$ cat src/inc/sleep_seq_regs.svh
`ifndef SLEEP_SEQ_REGS_SVH
`define SLEEP_SEQ_REGS_SVH
// ***************************************************************
// Register offsets, fields and reset values
// ***************************************************************
`define ADDR_CTRL       8'h00
`define ADDR_STAY       8'h04
`define ADDR_SP         8'h08
`define ADDR_SN         8'h0c
`define ADDR_WH         8'h10
`define ADDR_STATUS     8'h14
`define CTRL_END_DEV    0
`define CTRL_RUN_MODE   1
`define CTRL_WAKE_EXP   2
`define CTRL_SLEEP_REQ  3
`define RST_CTRL        4'h0
`define RST_STAY        16'h07d0
`define RST_SP          16'h0064
`define RST_SN          16'h0001
`define RST_WH          16'h0bb8
// ***************************************************************
// Timing
// ***************************************************************
`define CLK_MHZ         200
`define TIME_MS_US      1000
`define TICKS_PER_10MS  4'ha
`define SP_GRAIN        16'h0019
`define SP_HALF_GRAIN   16'h000c
`endif

$ cat src/inc/sleep_seq_pkg.sv
package sleep_seq_pkg;
  typedef enum logic [2:0] {AWAKE, STAY, SLEEP, POLL, HOLD} seq_state_t;

  typedef struct packed {
    seq_state_t  state;
    logic [3:0]  ctrl;
    logic [15:0] stay_awake_time;
    logic [15:0] sleep_period;
    logic [15:0] sleep_period_count;
    logic [15:0] wake_hold_time;
    logic [31:0] ms_div;
    logic [3:0]  ten_div;
    logic [15:0] timer;
    logic [15:0] periods;
    logic [31:0] prdata;
    logic        pready;
    logic        pslverr;
    logic        host_power_en;
    logic        sleeping;
    logic        host_rst;
    logic        poll_req;
    logic        msg_hold;
  } seq_regs_t;
endpackage

$ cat src/design/radio_sleep_wake_sequencer.sv
// Implementation choices: the register offsets and the APB slave port.
`timescale 1ns/100ps
`include "sleep_seq_regs.svh"
// How it works
// - Sleep is entered only when the role bit says end device.
// - A sleep request counts only in run mode, never in programming mode.
// - Each sleep period ends in a parent poll; a message restarts the host.
// - With the options flag set, count expiry restarts the host without a message.
// - Stay-awake counts milliseconds; any received data reloads it.
// - Sleep period counts 10 ms ticks, then a brief poll of the parent.
// - Written sleep period is rounded to the nearest quarter second.
// - Poll time adds to each period, so total sleep exceeds count times period.
// - The period count sets how many empty periods pass before host wake.
// - After a wake with message, the message is held for wake-hold time.
// - Options flag picks host wake or reload-and-resume on count expiry.
// - Host wake is a full restart: reset held through sleep, released at wake.
// - After a request, stay awake for stay-awake time; received data restarts it.
module radio_sleep_wake_sequencer #(
  parameter int MS_CYCLES = `CLK_MHZ * `TIME_MS_US
) (
  // Clock and reset
  input  wire logic        sys_clk,
  input  wire logic        srst,
  // APB slave
  input  wire logic        psel,
  input  wire logic        penable,
  input  wire logic        pwrite,
  input  wire logic [7:0]  paddr,
  input  wire logic [31:0] pwdata,
  output logic      [31:0] prdata,
  output logic             pready,
  output logic             pslverr,
  // Radio side
  input  wire logic        data_rx,
  input  wire logic        poll_ack,
  input  wire logic        poll_msg,
  output logic             poll_req,
  // Host side
  output logic             host_power_en,
  output logic             host_rst,
  output logic             msg_hold,
  output logic             sleeping
);
  // ***************************************************************
  // State
  // ***************************************************************
  sleep_seq_pkg::seq_regs_t s;
  sleep_seq_pkg::seq_regs_t next_s;
  logic ms_tick;
  logic ten_tick;
  logic wr_en;

  localparam logic [31:0] MS_LAST = 32'(MS_CYCLES - 1);

  // Rounds to the nearest multiple of the quarter-second grain.
  function automatic logic [15:0] round_sp(input logic [15:0] v);
    logic [16:0] sum;
    sum = {1'b0, v} + {1'b0, `SP_HALF_GRAIN};
    return 16'((sum / 17'(`SP_GRAIN)) * 17'(`SP_GRAIN));
  endfunction

  assign ms_tick  = (s.ms_div == MS_LAST);
  assign ten_tick = ms_tick && (s.ten_div == `TICKS_PER_10MS - 4'h1);
  assign wr_en    = psel && penable && s.pready && pwrite;

  always_comb begin
    next_s = s;
    next_s.ctrl[`CTRL_SLEEP_REQ] = 1'b0;
    // ***************************************************************
    // APB slave: one wait-free access phase
    // ***************************************************************
    // Reads are decoded in the setup cycle, so the answer stands in the first
    // access cycle and no transfer ever needs a wait state.
    next_s.pready = psel && !penable;
    next_s.pslverr = 1'b0;
    if (psel && !penable) begin
      next_s.prdata = 32'h0;
      if (paddr == `ADDR_CTRL) begin
        next_s.prdata = {28'h0, s.ctrl};
      end else if (paddr == `ADDR_STAY) begin
        next_s.prdata = {16'h0, s.stay_awake_time};
      end else if (paddr == `ADDR_SP) begin
        next_s.prdata = {16'h0, s.sleep_period};
      end else if (paddr == `ADDR_SN) begin
        next_s.prdata = {16'h0, s.sleep_period_count};
      end else if (paddr == `ADDR_WH) begin
        next_s.prdata = {16'h0, s.wake_hold_time};
      end else if (paddr == `ADDR_STATUS) begin
        next_s.prdata = {s.periods, 12'h0, s.msg_hold, 3'(s.state)};
      end else begin
        next_s.pslverr = 1'b1;
      end
    end
    if (wr_en) begin
      if (paddr == `ADDR_CTRL) begin
        next_s.ctrl = pwdata[3:0];
      end else if (paddr == `ADDR_STAY) begin
        next_s.stay_awake_time = pwdata[15:0];
      end else if (paddr == `ADDR_SP) begin
        next_s.sleep_period = round_sp(pwdata[15:0]);
      end else if (paddr == `ADDR_SN) begin
        next_s.sleep_period_count = pwdata[15:0];
      end else if (paddr == `ADDR_WH) begin
        next_s.wake_hold_time = pwdata[15:0];
      end
    end
    // ***************************************************************
    // Tick bases
    // ***************************************************************
    // Both dividers run free except where the sequencer restarts them.
    // A restart costs up to one tick of skew but makes every sleep period
    // a whole number of ticks measured from its own start.
    next_s.ms_div = ms_tick ? 32'h0 : s.ms_div + 32'h1;
    if (ms_tick) begin
      next_s.ten_div = ten_tick ? 4'h0 : s.ten_div + 4'h1;
    end
    // ***************************************************************
    // Sequencer
    // ***************************************************************
    next_s.poll_req = 1'b0;
    case (s.state)
      sleep_seq_pkg::AWAKE: begin
        next_s.host_power_en = 1'b1;
        next_s.host_rst = 1'b0;
        // The request bit clears itself one cycle after the write, so a request
        // made outside the end device role or outside run mode is simply lost.
        if (s.ctrl[`CTRL_SLEEP_REQ] && s.ctrl[`CTRL_END_DEV] && s.ctrl[`CTRL_RUN_MODE]) begin
          next_s.state = sleep_seq_pkg::STAY;
          next_s.timer = s.stay_awake_time;
        end
      end
      sleep_seq_pkg::STAY: begin
        if (data_rx) begin
          next_s.timer = s.stay_awake_time;
        end else if (ms_tick) begin
          if (s.timer <= 16'h1) begin
            // Cutting power also holds the host in reset, so any wake is a cold start.
            next_s.state = sleep_seq_pkg::SLEEP;
            next_s.host_power_en = 1'b0;
            next_s.host_rst = 1'b1;
            next_s.timer = s.sleep_period;
            next_s.periods = 16'h0;
            next_s.ms_div = 32'h0;
            next_s.ten_div = 4'h0;
          end else begin
            next_s.timer = s.timer - 16'h1;
          end
        end
      end
      sleep_seq_pkg::SLEEP: begin
        if (ten_tick) begin
          if (s.timer <= 16'h1) begin
            next_s.state = sleep_seq_pkg::POLL;
            next_s.poll_req = 1'b1;
          end else begin
            next_s.timer = s.timer - 16'h1;
          end
        end
      end
      sleep_seq_pkg::POLL: begin
        // The period timer restarts only after the answer, so poll time adds on.
        next_s.poll_req = !poll_ack;
        if (poll_ack) begin
          next_s.timer = s.sleep_period;
          // The next period is timed from the answer, not from the free-running grid.
          next_s.ms_div = 32'h0;
          next_s.ten_div = 4'h0;
          if (poll_msg) begin
            next_s.state = sleep_seq_pkg::HOLD;
            next_s.periods = 16'h0;
            next_s.host_power_en = 1'b1;
            next_s.host_rst = 1'b0;
            next_s.msg_hold = 1'b1;
            next_s.timer = s.wake_hold_time;
          end else if (s.periods + 16'h1 >= s.sleep_period_count) begin
            next_s.periods = 16'h0;
            if (s.ctrl[`CTRL_WAKE_EXP]) begin
              next_s.state = sleep_seq_pkg::AWAKE;
              next_s.host_power_en = 1'b1;
              next_s.host_rst = 1'b0;
            end else begin
              next_s.state = sleep_seq_pkg::SLEEP;
            end
          end else begin
            next_s.state = sleep_seq_pkg::SLEEP;
            next_s.periods = s.periods + 16'h1;
          end
        end
      end
      sleep_seq_pkg::HOLD: begin
        // The host already runs here; the message is only offered for a while.
        if (ms_tick) begin
          if (s.timer <= 16'h1) begin
            next_s.state = sleep_seq_pkg::AWAKE;
            next_s.msg_hold = 1'b0;
          end else begin
            next_s.timer = s.timer - 16'h1;
          end
        end
      end
      default: begin
        next_s.state = sleep_seq_pkg::AWAKE;
      end
    endcase
    // Kept as its own flop so that the output needs no inverter after the register.
    next_s.sleeping = !next_s.host_power_en;
  end

  always_ff @(posedge sys_clk) begin
    if (srst) begin
      s <= '{state: sleep_seq_pkg::AWAKE, ctrl: `RST_CTRL, stay_awake_time: `RST_STAY,
             sleep_period: `RST_SP, sleep_period_count: `RST_SN, wake_hold_time: `RST_WH,
             host_power_en: 1'b1, default: '0};
    end else begin
      s <= next_s;
    end
  end

  // ***************************************************************
  // Outputs
  // ***************************************************************
  assign prdata        = s.prdata;
  assign pready        = s.pready;
  assign pslverr       = s.pslverr;
  assign poll_req      = s.poll_req;
  assign host_power_en = s.host_power_en;
  assign host_rst      = s.host_rst;
  assign msg_hold      = s.msg_hold;
  assign sleeping      = s.sleeping;
endmodule

$ cat config.mk
export PLATFORM = sky130hd
export DESIGN_NAME = radio_sleep_wake_sequencer
export DESIGN_NICKNAME = d
export VERILOG_FILES = /design/src/inc/sleep_seq_pkg.sv /design/src/design/radio_sleep_wake_sequencer.sv
export VERILOG_INCLUDE_DIRS = /design/src /design/src/inc
export SDC_FILE = /design/constraint.sdc
export NUM_CORES = 1
export LEC_CHECK = 0
export BUFFER_PORTS_ARGS = -buffer_cell sky130_fd_sc_hd__buf_2
export CORE_UTILIZATION = 50
export DETAILED_ROUTE_END_ITERATION = 10
export PLACE_DENSITY_LB_ADDON = 0.1
export RECOVER_POWER = 25
export SYNTH_ARGS = -nofsm -noshare
export SYNTH_HDL_FRONTEND = slang
export SYNTH_SLANG_ARGS = --single-unit
$ cat constraint.sdc
create_clock -name sys_clk -period 38.4 [get_ports sys_clk]
set_input_delay 3.84 -clock sys_clk [delete_from_list [all_inputs] [get_ports sys_clk]]
set_output_delay 3.84 -clock sys_clk [all_outputs]
set_load 0.03 [all_outputs]
Word level (Yosys, flattened, before mapping). Index checks and enable logic that the tools add are counted.

$add $sub $neg: 5. $mul: 1. Divide/modulo/power cells: 1. $lt $le $gt $ge: 2. Eq/ne operators: 24. Mux-type cells: 65. Bitwise gates (word level): 6. Reduce and logical (&&, ||, !) cells: 28.

Operators with widths (number): 32-bit 2-to-1 mux (7); 16-bit 2-to-1 mux (11); 68-bit 2-to-1 mux (2); 16-bit case mux with 5 select lines (1); 36-bit 2-to-1 mux (2); 36-bit case mux with 2 select lines (1); 32-bit by 1-bit adder with 32-bit output, second input constant (1); 32-bit by 18-bit == test with 1-bit output, second input constant (1); 16-bit case mux with 2 select lines (1); 3-bit 2-to-1 mux (10); 1-bit 2-to-1 mux (21); 2-bit inequality test, second input constant (10); 16-bit by 4-bit adder with 17-bit output, second input constant (1); 17-bit by 5-bit divider with 17-bit output, second input constant (1); 17-bit by 5-bit multiplier with 16-bit output, second input constant (1); 16-bit by 1-bit adder with 16-bit output, second input constant (1); 8-bit by 4-bit == test with 1-bit output, second input constant (2); 8-bit by 5-bit == test with 1-bit output, second input constant (2); 16-bit greater-or-equal comparator (1); 16-bit by 1-bit less-or-equal comparator with 1-bit output, second input constant (1); 16-bit by 1-bit subtractor with 16-bit output, second input constant (1); 3-bit case mux with 5 select lines (1); 5-bit AND reduction (3); 6-bit AND reduction (2); 26 further kinds (47).

Bits in registers: 178. Bits of input ports: 48. Output and inout bits: 39.

Longest topological paths before layout. Gate-level depths: netlist of run 1.

Depth in word-level cells: 8. Gate-level depth with buffers: 56.

Worst setup path before layout of run 1. OpenSTA, ideal clock, no wires.

Path type: input -> register. Start: input pwdata[2]. End: register s[154] in the netlist's numbering. Library setup time: 0.086 ns. Arrival: 14.647 ns. Required time: 38.314 ns. Slack: 23.667 ns. Cell stages on the path: 54. Cell sequence: buf_2 > inv_1 > ha_1 > and3b_1 > buf_2 > and4_1 > clkbuf_1 > a31oi_1 > a21oi_1 > or2_4 > a311oi_1 > nor3_1 > mux2i_1 > a31oi_1 > xnor2_1 > o31a_1 > buf_4 > or4_4 > [... 18 more ...] > mux2_4 > or3_1 > ha_1 > ha_1 > ha_1 > ha_1 > a21o_1 > a21o_1 > a21o_1 > a21oi_1 > o21bai_1 > a21oi_1 > o21bai_1 > a21oi_1 > o21bai_1 > a21oi_1 > xnor2_1 > a211oi_1.

Longest elaborated chain between the ends: 3.

Ends and longest elaborated chain: start: declaration (RTL line radio_sleep_wake_sequencer.sv:29) `input wire logic [31:0] pwdata,`; 16-bit by 4-bit adder with 17-bit output (RTL line radio_sleep_wake_sequencer.sv:58) `` sum = {1'b0, v} + {1'b0, `SP_HALF_GRAIN}; ``; 17-bit by 5-bit divider with 17-bit output (RTL line radio_sleep_wake_sequencer.sv:59) `` return 16'((sum / 17'(`SP_GRAIN)) * 17'(`SP_GRAIN)); ``; 17-bit by 5-bit multiplier with 16-bit output (RTL line radio_sleep_wake_sequencer.sv:59); end signal: assignment (RTL line radio_sleep_wake_sequencer.sv:211) `` s <= '{state: sleep_seq_pkg::AWAKE, ctrl: `RST_CTRL, stay_awake_time: `RST_STAY, ``; end signal: assignment (RTL line radio_sleep_wake_sequencer.sv:215) `s <= next_s;`; end: declaration (RTL line radio_sleep_wake_sequencer.sv:47) `sleep_seq_pkg::seq_regs_t s;`.

Every way passes these cells. A chain may end at the register's enable or synchronous reset.

Final worst setup path of run 1. Ends and elaborated chain as after synthesis.

==> results.ini, run 1 <==
[power]
intPower_w=0.0007521
switchingPower_w=0.0006497
powerDensity_nw_per_um2=102.2
leakage_nw=5.034
p_seq_share_pct=13.2
ir_drop_mv=0.1943
clock_power_share_pct=12.6
power_switching_share_pct=46.35
p_comb_share_pct=74.2

[sta]
setup_viol=0
grt_setup_unrepaired=false
fmaxAchievable_mhz=59.85
tns_ns=0
skew_ns=0.01679
tightest_slew_ns=3.414
final_hold_viol_count=0
slew_violations=132
min_period_ns=16.71
post-route-period-util_pct=43.51
timing.slew.headroom_pct=-127.6

[worst_hold_path]
min_path_cells=2
hp-start=prdata[22]
whs_endpoint=prdata[22]
hp-class=flip-flop to flip-flop

[final_layout]
n_antenna_cell=0
multiInputGateArea_um2=8562
final_nets=1784
final_core_util_pct=54.31
syn_to_final_growth_pct=6.026
instances_no_fill=2006
layout.area.seq_um2=3563
drive_above_1_share_pct=8.055
fillers=2455

[global_routing]
grt_pass1_wl_um=57490
antenna_found_initial=0
grt_max_degree=80
grt-ovfl-total=0
grtUsageTotal_pct=27.16
grt_pass1_vias=10880

[yosys]
async_flop_share_pct=0
synth_top_cell_by_area=dfxtp_1
synth_edf_count=0
syn-num-nets=1811
yosysSeqAreaShare_pct=27.55
yosys.area.top_type_share_pct=27.55
synth_common_cells=nand2_1, dfxtp_1, a21oi_1, nor2_1, clkbuf_1
syn-cell-area_um2=12930
syn_area_per_cell_um2=7.649
yosys.cell_types.count=108
synth_seq_cells=178
yosys_warnings=0
synthTopCellsByArea=dfxtp_1, nand2_1, ha_1, a21oi_1, nor2_1
yosysMostFrequentCell=nand2_1
ys.flop_type=dfxtp_1
synthCells=1691

[route]
vias=12034
dr.pass1.iters=8
met1_length_um=16290
dr_wl_met2_um=16160
wl_per_cell_um=17.71
ant_nets=0
dr.first_iter.drc_count=1007
top_layer=met4
drcViolationCount=0
wl_um=35520
via_per_inst=5.999
wl_met3_um=2564

[die]
fp.coreArea_um2=25250
fp-row-count=58
dieWidth_um=162.8
start_util_pct=51.22
dieArea_um2=26520
io_pins=87
dieHeight_um=162.8

[setup_path]
endpoint_kind=flip-flop
critPathKind=input pin to flip-flop
worstPathMaxFanout=20
cp.arrival_ns=16.91
r2r_setup_slack_ns=33.93
r2r-start=s[39]
r2r_end=s[44]
cp_data_required_time_ns=38.60
start_kind=input pin
max_stage_delay_ns=0.73
crit_path_top_delay_cell=a2111oi_0
path_common_cell=ha_1
r2r_cells=24

[job]
cap_violations=2

[clock_tree]
cts_setup_buffers=0
cts_tree=built
clock_latency_ns=0.44
clk_pin_slew_worst_paths_ns=0.08
cts-root-buf=clkbuf_16
htreeDepth=4
numCtsBuffers=17
cts_hold_buffers=0
cts_sinks=178
cts_resized=0
cts.path.max_buffers=2

[placement]
placed_cells=1975
dpl.hpwl_um=25880
numPortBuffers=70
place.gp.congestion=0.8904

[outcome]
violations=max-capacitance violations, max-slew violations
status=complete, but fails checks

-- kinds of logic after synthesis --
group                    Yosys count  synth area share, %
AO/OA/AOI/OAI                    433                23.05
XOR/XNOR                         100                6.771
adder cells (fa/ha/maj)           74                7.593
flip-flops                       178                27.55
AND/OR/NAND/NOR                  686                25.19
multiplexers                      42                3.482
buffers and inverters            178                6.365
-- worst max path at each step --
stage	to	start	cells past startpoint
after floorplan	s[154]	pwdata[2]	54
after detailed placement	s[154]	pwdata[2]	50
after CTS	s[154]	pwdata[2]	50
final	s[154]	pwdata[2]	50
after global placement	s[154]	pwdata[2]	50
after global routing	s[154]	pwdata[2]	50
-- layout by cell type, fill, tap and decap left out, drive strengths merged, types with 8 or more instances in the layout --
cell    count
inv        54
nand4      14
o21ai      68
or3        11
a21o       12
xnor2      56
nand3b     17
nand2b     26
clkbuf     58
nor2      147
a221oi      9
ha         64
nor2b      17
buf        43
nand3      62
and2       15
and3       14
xor2       44
mux2       15
nor4       16
a31oi      15
mux2i      27
a21oi     157
a311oi      8
o31ai      12
and4       10
a211oi     17
or2         8
o22ai      11
o211ai     22
nor3       37
fa          8
dfxtp     178
nand2     276
a222oi     24
-- stage by stage --
step	setup slack, ns	total power, W	cell area [um2]	hold WS [ns]
2_1_floorplan	23.67	0.001059	12930	0.4260
6_report	21.69	0.001402	13710	0.4525
5_1_grt	20.64	0.001562	13710	0.4791
3_3_place_gp	21.53	0.001215	13180	0.4388
4_1_cts	21.85	0.001412	13770	0.4535
3_5_place_dp	21.49	0.001227	13180	0.4418
-- critical path, delay by kind of cell --
kind / cells / cell delay, ns
compound gates: 22 / 5.59
xor+xnor: 2 / 0.36
fa+ha+maj: 6 / 1.59
buf+inv: 4 / 0.75
mux: 2 / 0.72
simple gates: 14 / 4.02
-- sequential cells by signal (all words and copies together) (netlist names) --
name / count
sleeping: 1
msg_hold: 1
pready: 1
host_power_en: 1
s: 139
host_rst: 1
poll_req: 1
prdata: 32
pslverr: 1
-- per-layer routing --
metal	GRT usage [%]	up-vias
met1	37.73	5622
met3	3.947	37
met4	6.839	0
li1	-	5990
met5	0	-
met2	43.87	385
-- power by group through the flow --
stage | clock network [W] | registers (W) | logic, W
CTS | 0.000179 | 0.000185 | 0.00105
finish | 0.000177 | 0.000185 | 0.00104
floorplan | 0 | 0.000190 | 0.000870
global route | 0.000187 | 0.000185 | 0.00119
detailed placement | 0 | 0.000189 | 0.00104
global placement | 0 | 0.000189 | 0.00103
-- layout make-up --
| type | count | area share [%] |
|---|---|---|
| Tap cell | 330 | 3.011 |
| Clock buffer | 17 | 3.102 |
| Timing Repair Buffer | 84 | 2.929 |
| Clock inverter | 14 | 1.232 |
| Multi-Input combinational cell | 1335 | 62.43 |
| Inverter | 48 | 1.314 |
| Sequential cell | 178 | 25.98 |
(Power assumes the default switching activity.)
==> run 2, diff against run 1 <==
--- a/config.mk
+++ b/config.mk
@@ -6,6 +6,7 @@
 export SDC_FILE = /design/constraint.sdc
 export NUM_CORES = 1
 export LEC_CHECK = 0
+export ABC_AREA = 1
 export BUFFER_PORTS_ARGS = -buffer_cell sky130_fd_sc_hd__buf_2
 export CORE_UTILIZATION = 50
 export DETAILED_ROUTE_END_ITERATION = 10
==> constraint.sdc (replaced) <==
create_clock -name sys_clk -period 15 [get_ports sys_clk]
set_input_delay 1.5 -clock sys_clk [delete_from_list [all_inputs] [get_ports sys_clk]]
set_output_delay 1.5 -clock sys_clk [all_outputs]
set_load 0.03 [all_outputs]
==> results.ini, run 2 <==
[outcome]
status=completed

[clock_tree]
clock_latency_ns=0.44  ; about the same
cts_setup_buffers=0  ; unchanged
cts-root-buf=clkbuf_16
cts_tree=built
cts_sinks=178  ; unchanged
htreeDepth=4  ; unchanged
numCtsBuffers=17  ; unchanged
cts_hold_buffers=0  ; unchanged
cts_resized=0  ; unchanged
cts.path.max_buffers=2  ; unchanged
clk_pin_slew_worst_paths_ns=0.07  ; about the same

[route]
via_per_inst=5.553  ; -7.4%
dr.pass1.iters=5  ; -3
dr.first_iter.drc_count=1041  ; +3.4%
vias=12011  ; -0.19%
drcViolationCount=0  ; unchanged
wl_per_cell_um=16.23  ; -8.3%
ant_nets=0  ; unchanged
wl_um=35110  ; -1.2%

[final_layout]
final_common_cell=nand2_1
largest_reg_flops=139  ; unchanged
largest-register=s
syn_to_final_growth_pct=7.571
final_nets=1946  ; +9.1%
final_core_util_pct=55.29  ; +0.98 points
drive_above_1_share_pct=10.12  ; +2.1 points
final_cell_mix=nand2_1, inv_1, dfxtp_1, a21oi_1, o21ai_0

[die]
dieHeight_um=160.8  ; -1.2%
dieWidth_um=160.8  ; -1.2%
fp-row-count=57  ; -1.7%
dieArea_um2=25860  ; -2.5%
fp.coreArea_um2=24530  ; -2.9%
start_util_pct=51.40  ; +0.18 points
io_pins=87  ; unchanged

[global_routing]
grt-ovfl-total=0  ; unchanged
grt_max_degree=79  ; -1.3%
antenna_found_initial=1  ; +1
grt_pass1_wl_um=56900  ; -1.0%
grtUsageTotal_pct=27.48  ; +0.31 points
grt_pass1_vias=11056  ; +1.6%

[yosys]
syn_area_per_cell_um2=6.951  ; -9.1%
syn-num-nets=1934  ; +6.8%
yosysMostFrequentCell=nand2_1
ys.flop_type=dfxtp_1
synth_seq_cells=178  ; unchanged
yosysSeqAreaShare_pct=28.26  ; +0.71 points
synth_common_cells=nand2_1, inv_1, dfxtp_1, a21oi_1, o21ai_0
yosys_warnings=0  ; unchanged
yosys.area.top_type_share_pct=28.26  ; +0.71 points
synth_top_cell_by_area=dfxtp_1
async_flop_share_pct=0  ; unchanged
synthTopCellsByArea=dfxtp_1, nand2_1, inv_1, ha_1, a21oi_1
synthCells=1814  ; +7.3%
synth_edf_count=0  ; unchanged
yosys.cell_types.count=68  ; -37%
syn-cell-area_um2=12610  ; -2.5%

[setup_path]
path_delay_family=simple AND/OR/NAND/NOR gates
path_common_cell=nand2_4
endpoint_kind=flip-flop
cp_data_required_time_ns=15.34  ; -23.26 ns
critPathKind=input pin to flip-flop
r2r_setup_slack_ns=10.97  ; -22.96 ns
max_stage_delay_ns=0.43  ; -0.30 ns
cp_num_buf_inv=7  ; +3
r2r_cells=22  ; -8.3%
r2r-start=s[39]
cp.arrival_ns=11.63  ; -5.28 ns
cp.depth=80  ; +60%
crit_end=s[153]
worstPathMaxFanout=11  ; -45%
crit_path_top_delay_cell=fa_1
cp-startpoint=pwdata[2]
start_kind=input pin
r2r_end=s[45]

[sta]
min_period_ns=11.30
timing.slew.headroom_pct=0.8971  ; +130 points
fin_ws_ns=3.703  ; -17.99 ns
skew_ns=0.01516  ; -0.001622 ns
setup_viol=0  ; unchanged
final_hold_viol_count=0  ; unchanged
tns_ns=0  ; unchanged
slew_violations=0  ; -100%
tightest_slew_ns=1.487  ; -1.927 ns
fmaxAchievable_mhz=88.52
grt_setup_unrepaired=false
post-route-period-util_pct=75.31

[placement]
dpl.hpwl_um=26060  ; +0.68%
numPortBuffers=70  ; unchanged
place.gp.congestion=0.9149  ; +2.8%
dp_slack_ns=3.243  ; -18.24 ns

[worst_hold_path]
hp-class=flip-flop to flip-flop

[job]
cap_violations=0  ; -2

[run 2: cell families after synthesis]
group                    share of synthesized area [%]
buffers and inverters                            11.38
adder cells (fa/ha/maj)                          7.621
XOR/XNOR                                         3.949
AND/OR/NAND/NOR                                  28.98
AO/OA/AOI/OAI                                    19.81
flip-flops                                       28.26
[run 2: how the worst min path moves through the flow]
stage,from,to,depth (start not counted)
2_1_floorplan,s[75],s[75],1
3_3_place_gp,s[75],s[75],1
3_5_place_dp,s[75],s[75],1
4_1_cts,s[75],s[75],1
5_1_grt,s[75],s[75],1
6_report,s[75],s[75],1
[run 2: cell type report]
type	count	area, um2
fill	2464	10970
timing repair buffer	81	379.1
inverter	262	983.4
clock inverter	12	167.7
antenna	1	2.502
multi-input combinational	1286	7620
clock buffer	19	442.9
tap	324	405.4
sequential	178	3563
[run 2: worst register-to-register path: stages, from the launching register on]
cell and delay, ns:
dfxtp_1 0.44, ha_1 0.23, nand3_1 0.13, nor3_1 0.26, inv_1 0.07, nor3_1 0.27, inv_1 0.07, nor3_1 0.33
nand3_1 0.14, xnor2_1 0.26, ha_1 0.28, nand2_1 0.06, inv_1 0.06, nand3_1 0.06, inv_1 0.04, o21ai_0 0.07
nand3_1 0.12, nor2_1 0.24, inv_1 0.12, nor3_1 0.14, buf_4 0.21, inv_1 0.12, o32ai_1 0.22
[run 2: metrics by stage]
stage / hold slack (ns) / area, um2 / instances
after CTS: 0.4583 / 13620 / 2162
after global routing: 0.4792 / 13560 / 2162
after floorplan: 0.4175 / 12610 / 1814
after global placement: 0.4307 / 13010 / 2131
final: 0.4518 / 13560 / 2163
after detailed placement: 0.4444 / 13010 / 2131
[run 2: metal layers]
layer | up-vias | wire (um) | global-route usage (%)
met5 | - | 0 | 0
met4 | 0 | 850 | 9.048
met3 | 59 | 2398 | 5.036
met2 | 382 | 16010 | 44.94
met1 | 5499 | 15850 | 36.40
li1 | 6071 | - | -
Power of run 2 is left out: the tool's default activity adds up to more than one toggle a clock period on the data nets, which glitch-free logic cannot reach.
==> run 3, diff against run 2 <==
==> constraint.sdc (replaced) <==
create_clock -name sys_clk -period 9.63 [get_ports sys_clk]
set_input_delay 0.963 -clock sys_clk [delete_from_list [all_inputs] [get_ports sys_clk]]
set_output_delay 0.963 -clock sys_clk [all_outputs]
set_load 0.03 [all_outputs]
==> results.ini, run 3 (synthesized netlist as in run 2, its figures left out) <==
[setup_path]
cp.arrival_ns=9.62  ; -2.01 ns
path_delay_family=simple AND/OR/NAND/NOR gates
max_stage_delay_ns=0.47  ; +0.04 ns
endpoint_kind=flip-flop
crit_path_top_delay_cell=fa_1
cp_data_required_time_ns=9.98  ; -5.36 ns
cp_num_buf_inv=9  ; +2
start_kind=input pin
path_common_cell=nand2_4
r2r_setup_slack_ns=5.58  ; -5.39 ns
worstPathMaxFanout=6  ; -5
critPathKind=input pin to flip-flop

[clock_tree]
cts.path.max_buffers=2  ; unchanged
clk_pin_slew_worst_paths_ns=0.07  ; about the same
numCtsBuffers=17  ; unchanged
cts-root-buf=clkbuf_16
htreeDepth=4  ; unchanged
clock_latency_ns=0.45  ; about the same
cts_sinks=178  ; unchanged
cts_tree=built

[outcome]
status=complete, but fails checks
violations=max-capacitance violations, max-slew violations

[placement]
dpl.hpwl_um=26740  ; +2.6%
placed_cells=2253  ; +5.7%
numPortBuffers=70  ; unchanged
place.gp.congestion=0.9302  ; +1.7%

[die]
dieHeight_um=160.8  ; unchanged
fp.coreArea_um2=24530  ; unchanged
io_pins=87  ; unchanged
fp-row-count=57  ; unchanged
dieWidth_um=160.8  ; unchanged
start_util_pct=51.40  ; unchanged
dieArea_um2=25860  ; unchanged

[final_layout]
fillers=2249  ; -8.7%
syn_to_final_growth_pct=22.28
final_core_util_pct=62.85  ; +7.6 points
largest-register=s
n_antenna_cell=0  ; -1
largest_reg_flops=139  ; unchanged
final_nets=2101  ; +8.0%
instances_no_fill=2318  ; +7.2%
drive_above_1_share_pct=21.87  ; +12 points
final_common_cell=nand2_1
final_cell_mix=nand2_1, inv_1, dfxtp_1, buf_4, a21oi_1

[global_routing]
grt_max_degree=78  ; -1.3%
grt.met3_usage_pct=4.778  ; -0.26 points
grtUsageMet1_pct=36.55  ; +0.15 points
grt-ovfl-total=0  ; unchanged
grtUsageTotal_pct=28.48  ; +1.0 points
grt_pass1_vias=11890  ; +7.5%
grt_use_met2_pct=48.39  ; +3.4 points
antenna_found_initial=1  ; unchanged
grt_pass1_wl_um=59230  ; +4.1%
grt.busiest_layer=met2

[route]
ant_nets=0  ; unchanged
dr.pass1.iters=5  ; unchanged
vias=12740  ; +6.1%
dr.first_iter.drc_count=1113  ; +6.9%
drcViolationCount=0  ; unchanged
wl_per_cell_um=16.04  ; -1.2%
wl_um=37180  ; +5.9%
via_per_inst=5.496  ; -1.0%

[sta]
final_hold_viol_count=0  ; unchanged
grt_setup_unrepaired=true
tightest_slew_ns=1.561  ; +0.07409 ns
min_period_ns=9.275
timing.slew.headroom_pct=-4.042  ; -4.9 points
skew_ns=0.01297  ; -0.002193 ns
post-route-period-util_pct=96.31
fmaxAchievable_mhz=107.8
setup_viol=0  ; unchanged
slew_violations=34  ; +34

[job]
cap_violations=1  ; +1

[worst_hold_path]
hp-class=flip-flop to flip-flop

[run 3: cell types whose count changed in the layout (fill, tap and decap cells not counted), moves of 9 or more]
cell and delta:
o21ai_0 -13, buf_4 +151, nand2_1 -35, o21ai_2 +9, inv_2 +10, nand3_1 -20, nand2_4 +26, nand3_2 +15
inv_1 -13
[run 3: worst reg2reg max path: stages (launching register included)]
cell     delay [ns]
dfxtp_1        0.44
ha_1           0.22
nand3_1        0.12
nor3_1         0.27
inv_1          0.07
nor3_1         0.25
inv_1          0.07
nor3_1         0.34
nand3_1        0.15
xnor2_1        0.23
ha_1           0.27
nand2_1        0.06
inv_1          0.06
nand3_1        0.06
inv_1          0.04
o21ai_0        0.08
nand3_1        0.14
nor2_1         0.24
inv_1          0.13
nor3_1         0.15
buf_4          0.21
inv_1          0.12
o32ai_1        0.25
[run 3: what timing repair did]
| item | 4_1_cts | 5_1_grt |
|---|---|---|
| setup endpoints to repair | 2 | 8 |
| gates resized for setup | 1 | 173 |
| pin swaps | 0 | 97 |
| setup buffers | 0 | 33 |
| hold buffers | 0 | 0 |
[run 3: layout make-up]
cell class / count / area [um2] / area share, %
clock inverters: 13 / 170.2 / 1.104
flip-flops and latches: 178 / 3563 / 23.11
well taps: 324 / 405.4 / 2.629
repair buffers: 236 / 1587 / 10.29
inverters: 262 / 992.2 / 6.435
clock buffers: 19 / 452.9 / 2.938
multi-input cells: 1286 / 8248 / 53.49
[run 3: path summary, 6_finish.rpt]
path	startpoint	depth (start not counted)	to
setup / recovery	pwdata[2]	83	s[154]
hold / removal	s[75]	1	s[75]
setup reg to reg	s[39]	22	s[45]
hold reg to reg	s[75]	1	s[75]
[run 3: layer usage]
| layer | share of wire, % | vias to the layer above |
|---|---|---|
| met3 | 6.6 | 79 |
| met5 | 0.030 | - |
| met1 | 43 | 5849 |
| met2 | 48 | 418 |
| met4 | 2.5 | 2 |
| li1 | - | 6392 |
[run 3: metrics by stage]
step | setup TNS [ns] | area [um2] | setup slack, ns | hold WS, ns
floorplan | 0 | 12610 | 0.03343 | 0.4175
global placement | -0.7246 | 13930 | -0.2940 | 0.4308
detailed placement | -1.476 | 13930 | -0.4766 | 0.4391
CTS | 0 | 14560 | 0.03996 | 0.4486
global route | -0.9430 | 15420 | -0.3680 | 0.4631
finish | 0 | 15420 | 0.3551 | 0.4483
Power of run 3 is left out for the same reason.
